[config.mk]
export PLATFORM = sky130hd
export DESIGN_NAME = lhsr_limp_home_stop_recovery
export DESIGN_NICKNAME = d
export VERILOG_FILES = /design/src/logic/lhsr_pkg.sv /design/src/logic/lhsr_limp_home_stop_recovery.sv
export SDC_FILE = /design/constraint.sdc
export NUM_CORES = 1
export LEC_CHECK = 0
export BUFFER_PORTS_ARGS = -buffer_cell sky130_fd_sc_hd__buf_2
export CAP_MARGIN = 10
export CORE_MARGIN = 10
export CORE_UTILIZATION = 46
export DETAILED_ROUTE_END_ITERATION = 16
export PLACE_DENSITY_LB_ADDON = 0.25
export REMOVE_ABC_BUFFERS = 1
export SYNTH_ARGS = -nofsm -noshare
export SYNTH_HDL_FRONTEND = slang
export SYNTH_SLANG_ARGS = --single-unit
export TNS_END_PERCENT = 5
[constraint.sdc]
create_clock -name clk_sys -period 3.2 [get_ports clk_sys]
set_clock_uncertainty 0.05 [all_clocks]
set_input_delay 0.32 -clock clk_sys [delete_from_list [all_inputs] [get_ports clk_sys]]
set_output_delay 0.32 -clock clk_sys [all_outputs]
set_load 0.02 [all_outputs]
[src/logic/lhsr_pkg.sv]
//------------------------------------------------------------
// Shared constants for the clock fallback and stop recovery.
//------------------------------------------------------------
package lhsr_pkg;

	// Width of the free-running delay and poll counter.
	localparam int LHSR_CNT_BITS = 13;
	// Count at which reset ends, wake delays end and polls fire.
	localparam int LHSR_MID_COUNT = 4096;
	// Distance between two periodic polls of the clock monitor.
	localparam int LHSR_WRAP_COUNT = 8192;

	// Reset values of the software control bits.
	localparam logic LHSR_MON_EN_RST = 1'b1;
	localparam logic LHSR_FMON_EN_RST = 1'b0;
	localparam logic LHSR_PLL_ON_RST = 1'b1;
	localparam logic LHSR_FB_DIS_RST = 1'b0;
	// Reset values of the clock selects seen by the clock tree.
	localparam logic LHSR_BUS_SEL_RST = 1'b1;
	localparam logic LHSR_MOD_SEL_RST = 1'b0;

	// Sequencer states.
	typedef enum logic [1:0] {
		LHSR_ST_RESET = 2'b00,
		LHSR_ST_RUN = 2'b01,
		LHSR_ST_STOP = 2'b10,
		LHSR_ST_WAKE = 2'b11
	} lhsr_state_t;

endpackage : lhsr_pkg

[src/logic/lhsr_limp_home_stop_recovery.sv]
`timescale 1ns/1ps
module lhsr_limp_home_stop_recovery
	import lhsr_pkg::*;
#(
	parameter int CNT_BITS = LHSR_CNT_BITS
) (
	input wire logic clk_sys,
	input wire logic rst,
	input wire logic xclkTick,
	input wire logic pllSupplyPresent,
	input wire logic normalMode,
	input wire logic extClkPresent,
	input wire logic cfgWrite,
	input wire logic cfgClkMonitorEn,
	input wire logic cfgForcedClkMonitorEn,
	input wire logic cfgPllPowerOn,
	input wire logic cfgFallbackDisable,
	input wire logic wakeDelayEn,
	input wire logic oscKeepStopEn,
	input wire logic fallbackIrqEn,
	input wire logic fallbackIrqClr,
	input wire logic busClkSelSynth,
	input wire logic moduleClkSel,
	input wire logic stopExec,
	input wire logic extResetWake,
	input wire logic irqWake,
	input wire logic nonmaskableIrqPin,
	input wire logic keyWakeJ,
	input wire logic keyWakeH,
	input wire logic canWake,
	output logic intReset_reg,
	output logic stopActive_reg,
	output logic oscEnable_reg,
	output logic useVcoClk_reg,
	output logic fallbackActiveFlag_reg,
	output logic fallbackIrqFlag_reg,
	output logic irqRequest_reg,
	output logic clkMonResetReq_reg,
	output logic busClkSelOut_reg,
	output logic moduleClkSelOut_reg,
	output logic clkMonitorEn_reg,
	output logic forcedClkMonitorEn_reg,
	output logic pllPowerOn_reg,
	output logic fallbackDisable_reg,
	output logic monitorActive_reg
);
	//------------------------------------------------------------
	// Elaboration check, internal signals and decode.
	//------------------------------------------------------------
	// The mid-count compare needs at least two counter bits.
	if (CNT_BITS < 2) begin : gBadWidth
		$error("CNT_BITS must be at least 2.");
	end
	localparam logic [CNT_BITS-1:0] MID_LAST =
		CNT_BITS'((1 << (CNT_BITS - 1)) - 1);
	lhsr_state_t state_reg; // Sequencer state.
	lhsr_state_t stateNext; // Next sequencer state.
	logic [CNT_BITS-1:0] cnt_reg; // Free-running counter.
	logic extSeen_reg; // External clock seen in this reset period.
	logic noLimpLatch_reg; // Blocks fallback after a monitor reset.
	logic pseudo_reg; // The current STOP keeps the oscillator.
	logic useVcoNext; // Next fallback clock selection.
	logic flagNext; // Next fallback status flag.
	logic irqFlagNext; // Next interrupt flag.
	logic extSeenNext; // Next external-clock-seen mark.
	logic clkMonRstNext; // Monitor reset requested this cycle.
	logic [5:0] wakeVec; // All wake sources side by side.
	logic wakeAny; // Any wake source active.
	logic limpAllowed; // Fallback may be used now.
	logic monEnabled; // Either monitor enable bit is set.
	logic resetLimpOk; // Fallback may be used during reset.
	logic cntTick; // Counter advances this cycle.
	logic midHit; // Counter reaches the mid-count this cycle.
	// Any one source ends STOP or pseudo-STOP.
	assign wakeVec = {extResetWake, irqWake, nonmaskableIrqPin,
		keyWakeJ, keyWakeH, canWake};
	assign wakeAny = |wakeVec;
	assign limpAllowed = pllSupplyPresent && !fallbackDisable_reg;
	assign monEnabled = clkMonitorEn_reg || forcedClkMonitorEn_reg;
	// Power-up fallback needs the supply, a normal mode and no latch.
	assign resetLimpOk = pllSupplyPresent && normalMode &&
		!noLimpLatch_reg;
	// The counter only moves while some clock really runs, so with no
	// supply and no crystal the block sits still.
	assign cntTick = xclkTick && (state_reg != LHSR_ST_STOP) &&
		(useVcoClk_reg || extClkPresent);
	assign midHit = cntTick && (cnt_reg == MID_LAST);
	//------------------------------------------------------------
	// Sequencer decision, state and fallback flags.
	//------------------------------------------------------------
	// All fallback entries and exits are decided here.
	always_comb begin
		stateNext = state_reg;
		useVcoNext = useVcoClk_reg;
		flagNext = fallbackActiveFlag_reg;
		extSeenNext = extSeen_reg;
		clkMonRstNext = 1'b0;
		case (state_reg)
			LHSR_ST_RESET: begin
				// A detected crystal takes over the counter at once.
				if (extClkPresent) begin
					useVcoNext = 1'b0;
					extSeenNext = 1'b1;
				end else if (!extSeen_reg && resetLimpOk) begin
					useVcoNext = 1'b1;
				end
				if (midHit) begin
					stateNext = LHSR_ST_RUN;
					extSeenNext = 1'b0;
					// Fallback with no crystal stays and is flagged.
					flagNext = useVcoClk_reg && !extClkPresent;
					useVcoNext = flagNext;
				end
			end
			LHSR_ST_RUN: begin
				if (stopExec && !limpAllowed && monEnabled) begin
					// STOP would look like a lost clock: reset instead.
					clkMonRstNext = 1'b1;
					stateNext = LHSR_ST_RESET;
					useVcoNext = 1'b0;
					flagNext = 1'b0;
				end else if (stopExec) begin
					stateNext = LHSR_ST_STOP;
				end else if (fallbackActiveFlag_reg && midHit &&
					extClkPresent) begin
					useVcoNext = 1'b0;
					flagNext = 1'b0;
				end
			end
			LHSR_ST_STOP: begin
				if (wakeAny && limpAllowed) begin
					if (wakeDelayEn) begin
						stateNext = LHSR_ST_WAKE;
						useVcoNext = 1'b1;
					end else begin
						// No delay: a live clock is used at once; with none, fallback is flagged.
						stateNext = LHSR_ST_RUN;
						useVcoNext = !extClkPresent;
						flagNext = !extClkPresent;
					end
				end else if (wakeAny) begin
					// Without fallback only the crystal can restart us.
					stateNext = wakeDelayEn ? LHSR_ST_WAKE :
						LHSR_ST_RUN;
					useVcoNext = 1'b0;
					flagNext = 1'b0;
				end
			end
			LHSR_ST_WAKE: begin
				if (midHit) begin
					stateNext = LHSR_ST_RUN;
					if (useVcoClk_reg) begin
						useVcoNext = !extClkPresent;
						flagNext = !extClkPresent;
					end
				end
			end
			default: begin
				stateNext = LHSR_ST_RESET;
			end
		endcase
		// A flag change raises the interrupt flag; set beats clear.
		irqFlagNext = (flagNext != fallbackActiveFlag_reg) ||
			(fallbackIrqFlag_reg && !fallbackIrqClr);
	end
	// State, fallback clock and status flags move together.
	always_ff @(posedge clk_sys or posedge rst) begin
		if (rst) begin
			state_reg <= LHSR_ST_RESET;
			useVcoClk_reg <= 1'b0;
			fallbackActiveFlag_reg <= 1'b0;
			fallbackIrqFlag_reg <= 1'b0;
			irqRequest_reg <= 1'b0;
			extSeen_reg <= 1'b0;
			clkMonResetReq_reg <= 1'b0;
		end else begin
			state_reg <= stateNext;
			useVcoClk_reg <= useVcoNext;
			fallbackActiveFlag_reg <= flagNext;
			fallbackIrqFlag_reg <= irqFlagNext;
			irqRequest_reg <= irqFlagNext && fallbackIrqEn;
			extSeen_reg <= extSeenNext;
			clkMonResetReq_reg <= clkMonRstNext;
		end
	end
	// The latch keeps a monitor reset from leaving reset in fallback,
	// since that reset clears the disable bit itself.
	always_ff @(posedge clk_sys or posedge rst) begin
		if (rst) begin
			noLimpLatch_reg <= 1'b0;
		end else if (clkMonRstNext) begin
			noLimpLatch_reg <= 1'b1;
		end else if (state_reg == LHSR_ST_RESET && midHit) begin
			noLimpLatch_reg <= 1'b0;
		end
	end
	//------------------------------------------------------------
	// Counter, control bits and keep-oscillator choice.
	//------------------------------------------------------------
	// Cleared at reset end, during STOP and at wake end, so the first
	// poll comes 4096 counts later and then once per wrap.
	always_ff @(posedge clk_sys or posedge rst) begin
		if (rst) begin
			cnt_reg <= '0;
		end else if (state_reg == LHSR_ST_STOP) begin
			cnt_reg <= '0;
		end else if (midHit && state_reg != LHSR_ST_RUN) begin
			cnt_reg <= '0;
		end else if (cntTick) begin
			cnt_reg <= cnt_reg + 1'b1;
		end
	end
	// Every reset period restores the monitor, PLL and disable bits while the supply is there; the forced monitor bit keeps its value.
	always_ff @(posedge clk_sys or posedge rst) begin
		if (rst) begin
			clkMonitorEn_reg <= LHSR_MON_EN_RST;
			forcedClkMonitorEn_reg <= LHSR_FMON_EN_RST;
			pllPowerOn_reg <= LHSR_PLL_ON_RST;
			fallbackDisable_reg <= LHSR_FB_DIS_RST;
		end else if (state_reg == LHSR_ST_RESET) begin
			clkMonitorEn_reg <= pllSupplyPresent;
			pllPowerOn_reg <= pllSupplyPresent;
			fallbackDisable_reg <= 1'b0;
		end else if (cfgWrite) begin
			clkMonitorEn_reg <= cfgClkMonitorEn;
			forcedClkMonitorEn_reg <= cfgForcedClkMonitorEn;
			pllPowerOn_reg <= cfgPllPowerOn && pllSupplyPresent;
			fallbackDisable_reg <= cfgFallbackDisable;
		end
	end
	// The keep-oscillator choice is taken when STOP is entered.
	always_ff @(posedge clk_sys or posedge rst) begin
		if (rst) begin
			pseudo_reg <= 1'b0;
		end else if (state_reg == LHSR_ST_RUN && stopExec) begin
			pseudo_reg <= oscKeepStopEn;
		end
	end
	//------------------------------------------------------------
	// Clock tree controls and phase outputs.
	//------------------------------------------------------------
	// Selects follow software outside fallback, so software may clear
	// the PLL select during fallback to keep the PLL unused later.
	always_ff @(posedge clk_sys or posedge rst) begin
		if (rst) begin
			busClkSelOut_reg <= LHSR_BUS_SEL_RST;
			moduleClkSelOut_reg <= LHSR_MOD_SEL_RST;
			monitorActive_reg <= LHSR_MON_EN_RST;
			intReset_reg <= 1'b1;
			stopActive_reg <= 1'b0;
			oscEnable_reg <= 1'b1;
		end else begin
			busClkSelOut_reg <= useVcoNext || busClkSelSynth;
			moduleClkSelOut_reg <= !useVcoNext && moduleClkSel;
			// Fallback forces the monitor on; STOP with fallback masks it.
			monitorActive_reg <= useVcoNext || (monEnabled &&
				(stateNext != LHSR_ST_STOP || !limpAllowed));
			intReset_reg <= (stateNext == LHSR_ST_RESET);
			stopActive_reg <= (stateNext == LHSR_ST_STOP) ||
				(stateNext == LHSR_ST_WAKE);
			oscEnable_reg <= (stateNext != LHSR_ST_STOP) ||
				(state_reg == LHSR_ST_RUN ? oscKeepStopEn :
				pseudo_reg);
		end
	end
endmodule : lhsr_limp_home_stop_recovery

==> flow_summary.ini, run 1 <==
[critical_path]
crit_slowest_cell = nor4_1
arrival_ns = 2.67
end_kind = flip-flop
cp_max_fo = 14
worstPathCellList = inv_1 > ha_1 > nand4bb_1 > nor4_1 > a31oi_1 > a2111o_1 > and4_1 > nor3b_1
critical-path-top-delay-family = simple AND/OR/NAND/NOR gates
slowest_delay_ns = 0.46
path_class = flip-flop to flip-flop
cp-start-kind = flip-flop
path_buf_inv = 1
worstPathRequired_ns = 3.35

[synth]
synth_cells = 183
synth_area_leaders = dfrtp_1 37%, dfstp_2 9.0%, nor2_1 5.2%
ys_ff_latch = 32
synth_top_area_cell = dfrtp_1
avgSynthCellArea_sq_um = 9.54
synth_edf_count = 0
synth_area_sq_um = 1750
synth_top_area_share_pct = 37.3
synth_ff_type = dfrtp_1
async_reset_ff_share_pct = 100
synth_most_common_cell = dfrtp_1
ys_warn_count = 0
synth_common_cells = 26 x dfrtp_1, 24 x nor2_1, 14 x nand2_1, 12 x a21oi_1, 9 x inv_1
yosysUniqueCellTypes = 46
yosysSeqAreaShare_pct = 46.3

[timing]
max_slew_margin_pct = 60.3
tns_ns = 0
finalHoldViolations = 0
setup_viol = 0
maxSlewViolCount = 0
fin_crit_ns = 2.52
rsz0062_at_grt = false
tightestPinTransition_ns = 0.591
hold_slack_ns = 0.0516
fin_crit_sh_pct = 78.7
fmax_mhz = 397

[floorplan]
rows = 22
die_h_um = 81.6
dieArea_sq_um = 6660
die_w_um = 81.6
core_area_sq_um = 3660
start_util_pct = 47.7
io_pins = 39

[global_routing]
grt.total_usage_pct = 11.9
antenna_found_initial = 0
grt_max_degree = 33
grt_pass1_vias = 1359
grt-ovfl-total = 0
grt_pass1_wl_mm = 6.29

[cts]
cts_resized = 0
cts_hold_buffers = 0
clkLatencyLatePin_ns = 0.28
clock-sinks = 32
ctsLongestPathBuffers = 2
cts_made_buffers = 5
cts_root_buf = clkbuf_8
cts_max_level = 2
postCtsSetupRepairBufs = 0
cts_tree = built
path_clk_slew_ns = 0.06

[final_layout]
largest_register_ffs = 13
nets = 253
diodes = 0
drive_above_1_share_pct = 26.2
area_growth_pct = 18.8

[detailed_routing]
ant_nets = 0
wl_mm = 3.90
drtIter0Drc = 73
dr.pass1.iters = 4
avgRoutedWirePerCell_um = 14.3
viasPerCell = 5.34
vias = 1458
drc = 0

[placement]
port-buffer-count = 38
dpl.hpwl_mm = 2.98
gp_congestion = 0.808

[status]
status = finished clean

[hold_path]
hold_path.class = primary input to asynchronous set/reset pin

[run]
max_cap_violations = 0

[power]
finalPower_mw = 1.67
p_leak_nw = 0.947
powerDensity_nw_per_um2 = 808
peakVddDrop_v = 0.000470
## through the flow
stage,instance area [sq um],setup WS (ns),std cells,utilization (%)
floorplan,1730,0.885,178,-
global placement,1980,0.797,265,54.2
detailed placement,1980,0.722,265,54.2
CTS,2070,0.704,273,56.6
global route,2070,0.428,273,56.6
finish,2070,0.683,273,56.6
## final timing paths
path | start | depth (start not counted) | end | slack, ns
setup / recovery | state_reg[0] | 8 | irqRequest_reg | 0.68
hold / removal | rst | 3 | cnt_reg[1] | 0.05
setup reg to reg | state_reg[0] | 8 | irqRequest_reg | 0.68
hold reg to reg | noLimpLatch_reg | 1 | noLimpLatch_reg | 0.45
max in group asynchronous | rst | 3 | pllPowerOn_reg | 2.71
min in group clk_sys | busClkSelSynth | 2 | busClkSelOut_reg | 0.17
## worst register-to-register path: stages, from the launching register on
cell and delay, ns:
dfrtp_1 0.42, inv_1 0.08, ha_1 0.34, nand4bb_1 0.24
nor4_1 0.46, a31oi_1 0.15, a2111o_1 0.33, and4_1 0.20
nor3b_1 0.17
## layout make-up
| cell class | instances | area [sq um] |
|---|---|---|
| Multi-Input combinational cell | 137 | 883 |
| Inverter | 9 | 33.8 |
| Timing Repair Buffer | 39 | 198 |
| Sequential cell | 32 | 808 |
| Fill cell | 345 | 1590 |
| Tap cell | 48 | 60.1 |
| Clock buffer | 8 | 90.1 |
## report_power, final
group	internal (mW)	switching, mW
Clock	0.175	0.138
Combinational	0.287	0.456
Sequential	0.538	0.0809
## cells by family (layout without fill, tap and decap cells)
group	count (synthesis)	after routing	share of synthesized area, %
and+or+nand+nor	74	74	21.9
AOI/OAI and AO/OA	43	43	16.9
DFF	32	32	46.3
buffers and inverters	14	56	3.08
xor gates and xnor gates	9	9	4.52
muxes	6	6	3.66
adders and majority gates	5	5	3.58
## cells in the final DEF, fill, tap and decap left out, drive strengths merged, types with 4 or more instances in the layout
master	instances
buf	39
clkbuf	8
nand2	14
nand4	4
xnor2	4
dfstp	6
o21ai	8
nor2	24
nor2b	5
dfrtp	26
nand2b	4
inv	9
ha	5
xor2	5
nor4	4
a21oi	14
## layer usage
layer / vias to the layer above / GRT usage [%] / share of wire [%]
li1: 731 / - / -
met1: 695 / 16.4 / 46
met2: 27 / 16.7 / 45
met3: 5 / 4.59 / 6.9
met4: 0 / 4.08 / 1.2
met5: - / 0 / 0
Power figures use the tool's default switching activity.
==> inputs of run 2 (changes only) <==
--- a/config.mk
+++ b/config.mk
@@ -5,6 +5,7 @@
 export SDC_FILE = /design/constraint.sdc
 export NUM_CORES = 1
 export LEC_CHECK = 0
+export ABC_AREA = 1
 export BUFFER_PORTS_ARGS = -buffer_cell sky130_fd_sc_hd__buf_2
 export CAP_MARGIN = 10
 export CORE_MARGIN = 10
==> constraint.sdc (replaced) <==
create_clock -name clk_sys -period 2.4 [get_ports clk_sys]
set_clock_uncertainty 0.05 [all_clocks]
set_input_delay 0.24 -clock clk_sys [delete_from_list [all_inputs] [get_ports clk_sys]]
set_output_delay 0.24 -clock clk_sys [all_outputs]
set_load 0.02 [all_outputs]
==> run 2 against run 1 <==
Highest routed layer unchanged. Register-to-register slack worse by 0.28 ns. Area after synthesis increased by 0.29%. Via count increased by 9.4%. Design area grew 2.5%.
==> flow_summary.ini, run 2 <==
[status]
status = finished clean

[global_routing]
antenna_found_initial = 0
grt_pass1_wl_mm = 6.83
grt_pass1_vias = 1575
grt_max_degree = 33
grt.total_usage_pct = 12.9
grt-ovfl-total = 0

[hold_path]
min_to = busClkSelOut_reg
holdPathStages = 2
hold_path.class = primary input to flip-flop
worstHoldStart = busClkSelSynth

[synth]
synth_top_area_share_pct = 37.2
synth_cells = 231
synth_area_leaders = dfrtp_1 37%, nand2_1 11%, dfstp_2 9.0%
yosysUniqueCellTypes = 28
async_reset_ff_share_pct = 100
synth_common_cells = 53 x nand2_1, 37 x inv_1, 27 x nor2_1, 26 x dfrtp_1, 19 x nand3_1
yosysSeqAreaShare_pct = 46.2
synth_edf_count = 0
synth_ff_type = dfrtp_1
ys_warn_count = 0
synth_most_common_cell = nand2_1
synth_top_area_cell = dfrtp_1
ys_ff_latch = 32
avgSynthCellArea_sq_um = 7.58
synth_area_sq_um = 1750

[power]
pwr-share-clk_pct = 20.8
p_comb_share_pct = 42.1
p_seq_share_pct = 37.1
peakVddDrop_v = 0.000705
intPower_mw = 1.29
powerDensity_nw_per_um2 = 1030
finalPower_mw = 2.20
sw_frac_of_total_pct = 41.4
switchingPower_mw = 0.911
p_leak_nw = 1.07

[detailed_routing]
ant_nets = 0
drc = 0
viasPerCell = 4.86
dr.pass1.iters = 4
drtIter0Drc = 92
wl_mm = 3.93
vias = 1595
avgRoutedWirePerCell_um = 12.0

[critical_path]
worstReg2RegEnd = cnt_reg[6]
cp-startpoint = state_reg[0]
worstPathRequired_ns = 2.52
cp_max_fo = 7
r2r_slack_ns = 0.41
arrival_ns = 2.12
path_class = flip-flop to flip-flop
reg2regPathDepth = 10
end_kind = flip-flop
r2r_start = state_reg[0]
cp-start-kind = flip-flop

[cts]
path_clk_slew_ns = 0.06
cts_tree = built
cts_resized = 0
clkLatencyLatePin_ns = 0.29
cts_hold_buffers = 1
cts_max_level = 2
clock-sinks = 32
cts_made_buffers = 5
cts_root_buf = clkbuf_8
postCtsSetupRepairBufs = 0
ctsLongestPathBuffers = 2

[placement]
place_area_sq_um = 2020
dpl.hpwl_mm = 3.06
detailedPlace.worstSlack_ns = 0.410
gp_congestion = 0.833
port-buffer-count = 38
placed_cells = 319

[final_layout]
final-instance-count-excl-fill = 328
final_cell_mix = 53 x nand2_1, 38 x buf_2, 37 x inv_1, 27 x nor2_1, 26 x dfrtp_1
fin_util_pct = 58.1
diodes = 0
design_area_sq_um = 2130
largest_register_ffs = 13
area_growth_pct = 21.4
final_common_cell = nand2_1
drive_above_1_share_pct = 22.9
nets = 308

[timing]
hold_slack_ns = 0.0866
worst_slack_ns = 0.408
max_slew_margin_pct = 72.4
fin_crit_sh_pct = 83.0
tightestPinTransition_ns = 0.414
fmax_mhz = 502
finalHoldViolations = 0
rsz0062_at_grt = false
tns_ns = 0
maxSlewViolCount = 0
fin_crit_ns = 1.99
setup_viol = 0

[floorplan]
start_util_pct = 47.8
io_pins = 39
rows = 22
dieArea_sq_um = 6670
die_h_um = 81.7
die_w_um = 81.7
core_area_sq_um = 3660

[run]
max_cap_violations = 0
-- run 2: changes by cell type after synthesis, moves of 9 or more --
| cell | before | now |
|---|---|---|
| nand2_1 | 14 | 53 |
| nand3_1 | 3 | 19 |
| inv_1 | 9 | 37 |
| o21ai_0 | 8 | 17 |
-- run 2: worst max path at each step --
| stage | end | slack (ns) | cells past startpoint |
|---|---|---|---|
| after floorplan | irqRequest_reg | 0.55 | 11 |
| after global placement | cnt_reg[6] | 0.50 | 10 |
| after detailed placement | cnt_reg[6] | 0.41 | 10 |
| after CTS | cnt_reg[6] | 0.40 | 10 |
| after global routing | irqRequest_reg | 0.17 | 12 |
| final | cnt_reg[6] | 0.41 | 10 |
-- run 2: area by class of cell --
| cell class | instances | area (sq um) |
|---|---|---|
| inverters | 39 | 146 |
| flip-flops and latches | 32 | 808 |
| well taps | 48 | 60.1 |
| fillers | 348 | 1540 |
| multi-input cells | 160 | 796 |
| repair buffers | 41 | 215 |
| clock buffers | 8 | 100 |
-- run 2: cells by family (layout without fill, tap and decap cells) --
| logic type | Yosys count | after routing | synth area share (%) |
|---|---|---|---|
| AND/OR/NAND/NOR | 121 | 121 | 30.9 |
| buffers and inverters | 39 | 88 | 8.36 |
| AO/OA/AOI/OAI | 34 | 34 | 11.0 |
| flip-flops | 32 | 32 | 46.2 |
| adder cells (fa/ha/maj) | 5 | 5 | 3.57 |
-- run 2: worst max-delay path, stage by stage, from the launching register on --
cell     delay [ns]
dfrtp_1        0.40
inv_1          0.09
ha_1           0.30
nor2_4         0.23
inv_2          0.06
nor2_4         0.13
nand2_1        0.11
nand2_1        0.23
inv_1          0.12
o21ai_0        0.09
a21oi_1        0.05
-- run 2: layer usage --
| metal | vias to the layer above | part of all wire (%) | global-route usage (%) |
|---|---|---|---|
| met1 | 730 | 45 | 15.0 |
| met2 | 27 | 49 | 21.3 |
| met5 | - | 0 | 0 |
| met4 | 0 | 1.4 | 5.61 |
| li1 | 831 | - | - |
| met3 | 7 | 4.4 | 4.04 |
-- run 2: power by group through the flow --
stage	sequential [mW]	combinational [mW]	clock, mW
finish	0.815	0.926	0.458
global route	0.840	1.07	0.498
CTS	0.815	0.937	0.468
detailed placement	0.821	0.934	0
global placement	0.820	0.931	0
floorplan	0.943	0.535	0
